==> src/lncr_pkg.sv <==
// link negotiation config bank: offsets, field positions, resets, types
// assumes an 8-bit host register port addressed by byte offset
package lncr_pkg;

	localparam logic [7:0] OFS_NEG_CTRL   = 8'h30;
	localparam logic [7:0] OFS_LINK_STAT  = 8'h31;
	localparam logic [7:0] OFS_CFG_A      = 8'h32;
	localparam logic [7:0] OFS_CFG_B      = 8'h33;

	localparam logic [7:0] RST_NEG_CTRL   = 8'h84;
	localparam logic [7:0] RST_LINK_STAT  = 8'h00;
	localparam logic [7:0] RST_CFG        = 8'h00;
	localparam logic [7:0] RD_NONE        = 8'h00;
	localparam logic [7:0] CTRL_CLEAR     = 8'h00;

	// link status fields
	localparam int B_LINK_SLOW   = 0;
	localparam int B_LINK_FAST   = 1;
	localparam int B_PARTNER     = 2;
	localparam int B_DONE        = 3;
	localparam int B_MODE_FF     = 4;
	localparam int B_MODE_FH     = 5;
	localparam int B_MODE_SF     = 6;
	localparam int B_MODE_SH     = 7;

	// negotiation control fields
	localparam int B_FULL_DUPLEX = 0;
	localparam int B_SPEED       = 1;
	localparam int B_NEG_EN      = 2;
	localparam int B_STATE_LO    = 3;
	localparam int B_STATE_HI    = 5;
	localparam int B_LINK_TEST   = 7;

	// config a fields
	localparam int B_SCR_BYPASS  = 0;
	localparam int B_BUF_WIDTH   = 1;
	localparam int B_SLOW_MEM    = 2;
	localparam int B_ERR_REJECT  = 3;
	localparam int B_EXT_PHY     = 4;
	localparam int B_PAGE_INH    = 5;
	localparam int B_TX_LEN_EN   = 6;
	localparam logic [7:0] MASK_CFG_A = 8'h7f;

	// config b fields
	localparam int B_TX_THR_LO   = 0;
	localparam int B_RX_THR_LO   = 2;
	localparam int B_MEM_LATCH   = 4;
	localparam int B_QUAD_LATCH  = 5;
	localparam int B_ALT_RXREQ   = 6;
	localparam logic [7:0] MASK_CFG_B = 8'h7f;

	typedef enum logic [2:0] {
		NEG_DISABLED  = 3'b000,
		NEG_TX_DIS    = 3'b001,
		NEG_ABILITY   = 3'b010,
		NEG_ACK       = 3'b011,
		NEG_CMPL_ACK  = 3'b100,
		NEG_LINK_GOOD = 3'b101,
		NEG_LINK_CHK  = 3'b110
	} lncr_neg_state_e;

	localparam logic [2:0] RESTART_CODE = 3'b001;

	// resolved mode code from the engine
	typedef enum logic [1:0] {
		MODE_FAST_FULL = 2'b00,
		MODE_FAST_HALF = 2'b01,
		MODE_SLOW_FULL = 2'b10,
		MODE_SLOW_HALF = 2'b11
	} lncr_mode_e;

	// threshold codes in quarters of fifo depth
	localparam logic [1:0] THR_HALF     = 2'b00;
	localparam logic [1:0] THR_QUARTER  = 2'b01;
	localparam logic [1:0] THR_3QUARTER = 2'b10;
	localparam logic [2:0] Q_HALF       = 3'h2;
	localparam logic [2:0] Q_QUARTER    = 3'h1;
	localparam logic [2:0] Q_3QUARTER   = 3'h3;

	typedef struct packed {
		logic [7:0] addr;
		logic       wr;
		logic       rd;
		logic [7:0] wdata;
	} lncr_req_s;

	typedef struct packed {
		logic            link_slow;
		logic            link_fast;
		logic            partner_negotiates;
		lncr_neg_state_e state;
		lncr_mode_e      mode;
	} lncr_eng_s;

	typedef struct packed {
		logic       full_duplex;
		logic       fast_speed;
		logic       negotiation_enable;
		logic       link_test_enable;
		logic       scrambler_bypass;
		logic       buffer_width_select;
		logic       slow_memory_select;
		logic       error_packet_reject;
		logic       external_phy_select;
		logic       page_auto_advance;
		logic       tx_length_count_enable;
		logic [2:0] tx_threshold_quarters;
		logic [2:0] rx_threshold_quarters;
		logic       memory_early_latch_enable;
		logic       quad_fifo_early_latch_enable;
		logic       alt_rx_request_timing_enable;
	} lncr_cfg_s;

endpackage

==> src/lncr_regs.sv <==
// link negotiation control/status and controller configuration registers
// assumes host strobes and engine status are synchronous to clk_sys
//
// Contract
// RULE1 - forced duplex bit applies only without negotiation
// RULE2 - speed select default 10, set gives 100
// RULE3 - enable resets 1; write 001 restarts
// RULE4 - state field read-only except restart write 001
// RULE5 - state field reports engine arbitration state codes
// RULE6 - link test clear forces good 10 link; code forces it only while cfg.fast_speed is clear
// RULE7 - status bits 0/1 show 10/100 link good
// RULE8 - bit 2 shows partner can negotiate
// RULE9 - done bit set on normal completion only
// RULE10 - exactly one resolved mode bit when settled
// RULE11 - scrambler bypass default 0, set disables scrambling
// RULE12 - buffer width 0 byte, 1 sixteen bits
// RULE13 - slow memory bit relaxes buffer memory timing
// RULE14 - error reject set drops errored packets
// RULE15 - external transceiver select switches to mii
// RULE16 - page inhibit stops automatic page advance
// RULE17 - tx length count enable for wide hosts
// RULE18 - thresholds half, quarter, three quarters; 11 reserved
// RULE19 - three early latch/timing options default off
// RULE20 - resets 84h, 00h, 00h, 00h
// RULE21 - status register ignores host writes
`timescale 1ns/1ns
`default_nettype none
module lncr_regs
(
	// clock and reset
	input  wire logic                 clk_sys,
	input  wire logic                 sys_rst,
	// host register port
	input  wire lncr_pkg::lncr_req_s  host_req,
	output logic [7:0]                host_rdata,
	// negotiation engine
	input  wire lncr_pkg::lncr_eng_s  eng,
	output logic                      neg_restart,
	// configuration to the controller
	output lncr_pkg::lncr_cfg_s       cfg
);

	////////////////////////////////////////////////////////////////////////
	// functions

	function automatic logic [2:0] thr_quarters(input logic [1:0] code);
		logic [2:0] q;
		q = lncr_pkg::Q_HALF;
		unique case (code)
			lncr_pkg::THR_QUARTER:  q = lncr_pkg::Q_QUARTER;
			lncr_pkg::THR_3QUARTER: q = lncr_pkg::Q_3QUARTER;
			default:                q = lncr_pkg::Q_HALF;
		endcase
		return q;
	endfunction

	////////////////////////////////////////////////////////////////////////
	// control registers

	logic [7:0] neg_ctrl_r;
	logic [7:0] cfg_a_r;
	logic [7:0] cfg_b_r;
	logic [7:0] link_stat_r;
	logic [7:0] link_stat_nxt;
	logic       wr_ctrl;
	logic       neg_done;

	assign wr_ctrl = host_req.wr && (host_req.addr == lncr_pkg::OFS_NEG_CTRL);

	// state field and reserved bit never stored
	always_ff @(posedge clk_sys or posedge sys_rst)
	begin
		if (sys_rst)
			neg_ctrl_r <= lncr_pkg::RST_NEG_CTRL; // [RULE20] [RULE3]
		else if (wr_ctrl)
		begin
			neg_ctrl_r <= lncr_pkg::CTRL_CLEAR; // [RULE4]
			neg_ctrl_r[lncr_pkg::B_FULL_DUPLEX] <= host_req.wdata[lncr_pkg::B_FULL_DUPLEX];
			neg_ctrl_r[lncr_pkg::B_SPEED]       <= host_req.wdata[lncr_pkg::B_SPEED];
			neg_ctrl_r[lncr_pkg::B_NEG_EN]      <= host_req.wdata[lncr_pkg::B_NEG_EN];
			neg_ctrl_r[lncr_pkg::B_LINK_TEST]   <= host_req.wdata[lncr_pkg::B_LINK_TEST];
		end
	end

	always_ff @(posedge clk_sys or posedge sys_rst)
	begin
		if (sys_rst)
			cfg_a_r <= lncr_pkg::RST_CFG; // [RULE20]
		else if (host_req.wr && host_req.addr == lncr_pkg::OFS_CFG_A)
			cfg_a_r <= host_req.wdata & lncr_pkg::MASK_CFG_A;
	end

	always_ff @(posedge clk_sys or posedge sys_rst)
	begin
		if (sys_rst)
			cfg_b_r <= lncr_pkg::RST_CFG; // [RULE20]
		else if (host_req.wr && host_req.addr == lncr_pkg::OFS_CFG_B)
			cfg_b_r <= host_req.wdata & lncr_pkg::MASK_CFG_B;
	end

	// restart pulse: write of 001 with enable set in the same write
	always_ff @(posedge clk_sys or posedge sys_rst)
	begin
		if (sys_rst)
			neg_restart <= 1'b0;
		else
			neg_restart <= wr_ctrl && host_req.wdata[lncr_pkg::B_NEG_EN]
				&& host_req.wdata[lncr_pkg::B_STATE_HI:lncr_pkg::B_STATE_LO]
				== lncr_pkg::RESTART_CODE; // [RULE3] [RULE4]
	end

	////////////////////////////////////////////////////////////////////////
	// link status, updated from the engine and the control register, never by host writes

	assign neg_done = neg_ctrl_r[lncr_pkg::B_NEG_EN]
		&& eng.state == lncr_pkg::NEG_LINK_GOOD; // [RULE9]

	always_comb
	begin
		link_stat_nxt = lncr_pkg::RST_LINK_STAT;
		link_stat_nxt[lncr_pkg::B_LINK_SLOW] = eng.link_slow
			|| (!neg_ctrl_r[lncr_pkg::B_LINK_TEST] && !cfg.fast_speed); // [RULE6] [RULE7]
		link_stat_nxt[lncr_pkg::B_LINK_FAST] = eng.link_fast; // [RULE7]
		link_stat_nxt[lncr_pkg::B_PARTNER] = eng.partner_negotiates; // [RULE8]
		link_stat_nxt[lncr_pkg::B_DONE] = neg_done; // [RULE9]
		if (neg_done)
		begin
			unique case (eng.mode) // [RULE10]
				lncr_pkg::MODE_FAST_FULL: link_stat_nxt[lncr_pkg::B_MODE_FF] = 1'b1;
				lncr_pkg::MODE_FAST_HALF: link_stat_nxt[lncr_pkg::B_MODE_FH] = 1'b1;
				lncr_pkg::MODE_SLOW_FULL: link_stat_nxt[lncr_pkg::B_MODE_SF] = 1'b1;
				lncr_pkg::MODE_SLOW_HALF: link_stat_nxt[lncr_pkg::B_MODE_SH] = 1'b1;
			endcase
		end
	end

	always_ff @(posedge clk_sys or posedge sys_rst)
	begin
		if (sys_rst)
			link_stat_r <= lncr_pkg::RST_LINK_STAT; // [RULE20]
		else
			link_stat_r <= link_stat_nxt; // [RULE21]
	end

	////////////////////////////////////////////////////////////////////////
	// read path

	always_ff @(posedge clk_sys or posedge sys_rst)
	begin
		if (sys_rst)
			host_rdata <= lncr_pkg::RD_NONE;
		else if (host_req.rd)
		begin
			unique case (host_req.addr)
				lncr_pkg::OFS_NEG_CTRL:
				begin
					host_rdata <= neg_ctrl_r;
					host_rdata[lncr_pkg::B_STATE_HI:lncr_pkg::B_STATE_LO] <=
						neg_ctrl_r[lncr_pkg::B_NEG_EN] ? eng.state
						: lncr_pkg::NEG_DISABLED; // [RULE5]
				end
				lncr_pkg::OFS_LINK_STAT: host_rdata <= link_stat_r;
				lncr_pkg::OFS_CFG_A:     host_rdata <= cfg_a_r;
				lncr_pkg::OFS_CFG_B:     host_rdata <= cfg_b_r;
				default:                 host_rdata <= lncr_pkg::RD_NONE;
			endcase
		end
	end

	////////////////////////////////////////////////////////////////////////
	// effective configuration

	always_comb
	begin
		cfg.negotiation_enable = neg_ctrl_r[lncr_pkg::B_NEG_EN];
		cfg.link_test_enable   = neg_ctrl_r[lncr_pkg::B_LINK_TEST];
		if (neg_done)
		begin
			cfg.full_duplex = eng.mode == lncr_pkg::MODE_FAST_FULL
				|| eng.mode == lncr_pkg::MODE_SLOW_FULL;
			cfg.fast_speed  = eng.mode == lncr_pkg::MODE_FAST_FULL
				|| eng.mode == lncr_pkg::MODE_FAST_HALF;
		end
		else
		begin
			cfg.full_duplex = !neg_ctrl_r[lncr_pkg::B_NEG_EN]
				&& neg_ctrl_r[lncr_pkg::B_FULL_DUPLEX]; // [RULE1]
			cfg.fast_speed  = neg_ctrl_r[lncr_pkg::B_SPEED]; // [RULE2]
		end
		cfg.scrambler_bypass       = cfg_a_r[lncr_pkg::B_SCR_BYPASS]; // [RULE11]
		cfg.buffer_width_select    = cfg_a_r[lncr_pkg::B_BUF_WIDTH]; // [RULE12]
		cfg.slow_memory_select     = cfg_a_r[lncr_pkg::B_SLOW_MEM]; // [RULE13]
		cfg.error_packet_reject    = cfg_a_r[lncr_pkg::B_ERR_REJECT]; // [RULE14]
		cfg.external_phy_select    = cfg_a_r[lncr_pkg::B_EXT_PHY]; // [RULE15]
		cfg.page_auto_advance      = !cfg_a_r[lncr_pkg::B_PAGE_INH]; // [RULE16]
		cfg.tx_length_count_enable = cfg_a_r[lncr_pkg::B_TX_LEN_EN]; // [RULE17]
		cfg.tx_threshold_quarters  =
			thr_quarters(cfg_b_r[lncr_pkg::B_TX_THR_LO +: 2]); // [RULE18]
		cfg.rx_threshold_quarters  =
			thr_quarters(cfg_b_r[lncr_pkg::B_RX_THR_LO +: 2]); // [RULE18]
		cfg.memory_early_latch_enable    = cfg_b_r[lncr_pkg::B_MEM_LATCH]; // [RULE19]
		cfg.quad_fifo_early_latch_enable = cfg_b_r[lncr_pkg::B_QUAD_LATCH]; // [RULE19]
		cfg.alt_rx_request_timing_enable = cfg_b_r[lncr_pkg::B_ALT_RXREQ]; // [RULE19]
	end

endmodule
`default_nettype wire

==> config.mk <==
export PLATFORM = sky130hd
export DESIGN_NAME = lncr_regs
export DESIGN_NICKNAME = d
export VERILOG_FILES = /design/src/lncr_pkg.sv /design/src/lncr_regs.sv
export SDC_FILE = /design/constraint.sdc
export NUM_CORES = 1
export LEC_CHECK = 0
export ABC_CLOCK_PERIOD_IN_PS = 2300
export BUFFER_PORTS_ARGS = -buffer_cell sky130_fd_sc_hd__buf_2
export CORE_UTILIZATION = 54
export DETAILED_ROUTE_END_ITERATION = 8
export HOLD_SLACK_MARGIN = 0.12
export PLACE_DENSITY = 0.84
export SLEW_MARGIN = 20
export SYNTH_ARGS = -nofsm -noshare
export SYNTH_HDL_FRONTEND = slang
export SYNTH_SLANG_ARGS = --single-unit
export TNS_END_PERCENT = 30
==> constraint.sdc <==
create_clock -name clk_sys -period 2.3 [get_ports clk_sys]
set_input_delay 0.115 -clock clk_sys [delete_from_list [all_inputs] [get_ports clk_sys]]
set_output_delay 0.115 -clock clk_sys [all_outputs]
set_load 0.005 [all_outputs]
### Word-level counts from Yosys, hierarchy flattened

Index checks and enable logic that the tools add are counted.

* equality and inequality tests: 13
* mux-type cells: 10
* reductions and logical operators: 16

Operators by type and width (count)
* 8-bit by 6-bit equality test with 1-bit output (second input constant): 4
* 8-bit one-hot mux with 4 select lines: 1
* 2-bit equality test (second input constant): 4
* 1-bit logical AND: 8
* 2-bit one-hot mux with 2 select lines: 2
* 2-bit by 1-bit equality test with 1-bit output (second input constant): 3
* 1-bit zero test: 4
* 1-bit 2-to-1 mux: 4
* 4-bit 2-to-1 mux: 1
* 3-bit by 1-bit equality test with 1-bit output (second input constant): 1
* 3-bit equality test (second input constant): 1
* 1-bit logical OR: 3
* 3-bit 2-to-1 mux: 1
* 2-bit zero test: 1
* 2-bit 2-to-1 mux: 1

* register bits: 35

### Depth between registers and ports, before layout

* depth after elaboration: 6
* gate-level depth with buffers: 5
* gate-level depth less buffers: 4

### Least setup slack after synthesis

OpenSTA, ideal clock, no wires.

* path type: input port to flip-flop
* start: in host_req[12] in the netlist's numbering
* end: reg cfg_a_r[0]
* setup time: 125 ps
* arrival time: 1114 ps
* data required time: 2175 ps
* path slack: 1061 ps
* cell stages on the path: 5
* path buffers: 2
* path through: and4bb_1 buf_6 and4b_1 buf_6 mux2_4

* word-level cells in the longest chain between the ends: 2

Ends and longest elaborated chain
* start, declared: line lncr_regs.sv:34 `input wire lncr_pkg::lncr_req_s host_req,`
* 8-bit by 6-bit equality test with 1-bit output: line lncr_regs.sv:89 `else if (host_req.wr && host_req.addr == lncr_pkg::OFS_CFG_A)`
* 1-bit logical AND: line lncr_regs.sv:89
* end signal, assigned: line lncr_regs.sv:88 `cfg_a_r <= lncr_pkg::RST_CFG;`
* end signal, assigned: line lncr_regs.sv:90 `cfg_a_r <= host_req.wdata & lncr_pkg::MASK_CFG_A;`
* end, declared: line lncr_regs.sv:61 `logic [7:0] cfg_a_r;`

No other way between the ends.
A chain may end at the register's enable or synchronous reset.

### Final worst setup path

* start: reg neg_ctrl_r[2]
* end: reg link_stat_r[5]

* word-level cells in the longest chain between the ends: 2

Ends and longest elaborated chain
* start, declared: line lncr_regs.sv:60 `logic [7:0] neg_ctrl_r;`
* start signal, assigned: line lncr_regs.sv:74 `neg_ctrl_r <= lncr_pkg::RST_NEG_CTRL;`
* start signal, assigned: line lncr_regs.sv:77 `neg_ctrl_r <= lncr_pkg::CTRL_CLEAR;`
* start signal, assigned by index: line lncr_regs.sv:78 `neg_ctrl_r[lncr_pkg::B_FULL_DUPLEX] <= host_req.wdata[lncr_pkg::B_FULL_DUPLEX];`
* 1-bit logical AND: line lncr_regs.sv:116 `&& eng.state == lncr_pkg::NEG_LINK_GOOD;`
* named net link_stat_nxt[3]: line lncr_regs.sv:64 `logic [7:0] link_stat_nxt;`
* 4-bit 2-to-1 mux: line lncr_regs.sv:126 `if (neg_done)`
* named net link_stat_nxt[5]: line lncr_regs.sv:64
* end signal, assigned: line lncr_regs.sv:140 `link_stat_r <= lncr_pkg::RST_LINK_STAT;`
* end signal, assigned: line lncr_regs.sv:142 `link_stat_r <= link_stat_nxt;`
* end, declared: line lncr_regs.sv:63 `logic [7:0] link_stat_r;`

The timed path passes the listed nets, and every way through them passes these cells.

==> impl_metrics.tcl <==
set metrics [dict create \
    grt_usage_pct 25.0 \
    rr_worst_depth 5 \
    rsz0062_at_grt "no" \
    irDropWorstVdd_mv 0.350 \
    fin_hold_ws_ns 0.165 \
    seqPwrFrac_pct 58.9 \
    nets 236 \
    synth_cell_types 34 \
    cts.sinks 35 \
    p_leak_nw 1.18 \
    maxClockFrequency_mhz 553 \
    routed_wl_um 3770 \
    min_period_ns 1.81 \
    drv_cap 0 \
    cp_num_buf_inv 2 \
    synthFlopType "dfrtp_1" \
    clockRootBuffer "clkbuf_4" \
    status "complete, no violations" \
    grt-ovfl-total 0 \
    grt_pass1_wl_um 6310 \
    crit_start "neg_ctrl_r[2]" \
    dp_hpwl_um 2610 \
    clk_pin_slew_worst_paths_ns 0.11 \
    start_util_pct 57.6 \
    synthArstFlopShare_pct 100 \
    dr.pass1.iters 4 \
    cp_slowest_cell "dfstp_2" \
    worstReg2RegStart "neg_ctrl_r[2]" \
    grt_max_degree 19 \
    placed_area_um2 1970 \
    postSynthCellCount 148 \
    ant_nets 0 \
    relSlewSlack_pct 53.9 \
    pwr-share-comb_pct 13.5 \
    swShare_pct 24.9 \
    ys_seq_elements 35 \
    mostFrequentLayoutCell "buf_2" \
    skew_ns 0.0133 \
    die_h_um 59.3 \
    clock_latency_ns 0.33 \
    internal_power_uw 830 \
    crit_path_cell_trace "nand4b_1 -> inv_1 -> nand2_1 -> nor2_1 -> dlygate4sd3_1" \
    ys_seq_area_share_pct 49.5 \
    drc 0 \
    required_ns 2.57 \
    reg2reg_to "link_stat_r[5]" \
    finalWorstSetupSlack_ns 0.492 \
    synthesis.area_um2 1770 \
    synth_fa_ha_area_share_pct 1.41 \
    num_vias 1273 \
    hp-class "primary input to register" \
    antenna_found_initial 0 \
    design_area_um2 2160 \
    critPathMaxStageDelay_ns 0.62 \
    post-place-ws_ns 0.678 \
    crit_path_end_kind "register" \
    drt_iter0_markers 14 \
    numCtsBuffers 5 \
    critPathArrivalTime_ns 2.08 \
    hold_path_end "host_rdata[1]" \
    num_io_pins 57 \
    synth_enable_flop_cells 0 \
    instances_no_fill 250 \
    cts_max_level 2 \
    switchingPower_uw 275 \
    path_delay_family "buffers and inverters" \
    synth.avg_cell_area_um2 12.0 \
    post-cts-setup-buffers 0 \
    post_synth_xor_area_fraction_pct 0 \
    cts_buffer_depth 2 \
    fin_setup_tns_ns 0 \
    min-delay-start "host_req[16]" \
    antennaDiodeCount 0 \
    dieWidth_um 59.3 \
    power_mw 1.11 \
    wire_per_inst_um 15.1 \
    synthSimpleGateAreaFrac_pct 10.9 \
    power.density_nw_per_um2 511 \
    setup_viol 0 \
    post_cts_resized 0 \
    clkPwrFrac_pct 27.6 \
    core_area_um2 3080 \
    worst-slew-pin-transition_ns 0.691 \
    rrSetupSlack_ns 0.49 \
    synth_compound_area_share_pct 6.07 \
    die_area_um2 3520 \
    holdPathStages 4 \
    portBuffers 54 \
    worstSetupStartpointType "register" \
    cp_max_fo 8 \
    placed_cells 228 \
    critPathKind "register to register" \
    rows 20 \
    holdBufCountCts 15 \
    place_congestion 0.812 \
    finalCoreUtilization_pct 70.2 \
    vias_per_cell 5.09 \
    first_global_vias 1329 \
    yosysWarnings 0 \
    syn2layout_area_growth_pct 21.9 \
    tritoncts "done" \
    drv_slew 0 \
    timing_hold_violations_final 0 \
    finalCritPeriodShare_pct 78.6 \
    drive_gt1_share_pct 43.2 \
    synth_mux_area_share_pct 20.7 \
    synth_top_family_by_area "multiplexers" \
    final_cell_mix "buf_2, dfrtp_1, dlygate4sd3_1" \
]
==> logic make-up (layout without fill, tap and decap cells) <==
kind of cell,Yosys count,in the layout
adders and majority gates,2,2
other,1,2
buffers and inverters,34,91
AOI/OAI and AO/OA,16,16
muxes,28,28
DFF,35,35
and+or+nand+nor,32,32
==> worst max path at each step <==
stage	slack (ns)	cells after the start	endpoint
after floorplan	1.06	5	cfg_a_r[0]
after global placement	0.72	4	cfg_a_r[3]
after detailed placement	0.68	4	cfg_a_r[3]
after CTS	0.53	5	link_stat_r[5]
after global routing	0.35	5	link_stat_r[5]
final	0.49	5	link_stat_r[5]
==> layout make-up <==
cell class | instances | area, µm²
sequential | 35 | 878
inverter | 14 | 52.6
tap | 44 | 55.1
fill | 237 | 917
timing repair buffer | 70 | 428
multi-input combinational | 80 | 702
clock buffer | 7 | 45.0
==> cell usage after synthesis (2+ instances only) <==
| cell type | instances | area [µm²] |
|---|---|---|
| ha_1 | 2 | 25.0 |
| o21ai_0 | 5 | 25.0 |
| a41o_1 | 3 | 30.0 |
| dfrtp_1 | 33 | 826 |
| inv_1 | 14 | 52.6 |
| nor2_1 | 5 | 18.8 |
| dfstp_2 | 2 | 52.6 |
| nor2b_1 | 5 | 31.3 |
| mux2_4 | 7 | 105 |
| buf_2 | 4 | 20.0 |
| nand2_1 | 8 | 30.0 |
| mux4_2 | 3 | 67.6 |
| a21oi_1 | 3 | 15.0 |
| buf_4 | 13 | 97.6 |
| buf_6 | 2 | 22.5 |
| mux2_2 | 12 | 135 |
| mux2i_1 | 6 | 60.1 |
| nand4_1 | 3 | 18.8 |
| o22ai_1 | 2 | 12.5 |
| a31o_2 | 2 | 17.5 |
==> power groups by stage <==
stage	Combinational, mW	Sequential (mW)	Clock, mW
final	0.149	0.651	0.305
after global routing	0.166	0.653	0.334
after CTS	0.149	0.650	0.310
after detailed placement	0.130	0.662	0
after global placement	0.125	0.661	0
after floorplan	0.0890	0.656	0
==> worst reg2reg max path, delay by kind of cell (launching register included) <==
kind / cells / cell delay (ns)
buf+inv: 2 / 0.72
simple gates: 3 / 0.41
flops: 1 / 0.62
==> routing by layer <==
metal	track usage (%)	wire length, µm	up-vias
met4	8.16	55	0
li1	-	-	610
met5	0	0	-
met2	40.3	1810	47
met3	7.86	228	7
met1	32.1	1670	609
==> registers in the layout, summed over array words and instances, names as in the netlist <==
signal	cells
host_rdata	8
neg_ctrl_r	4
neg_restart	1
cfg_b_r	7
link_stat_r	8
cfg_a_r	7
(Power assumes the default switching activity.)
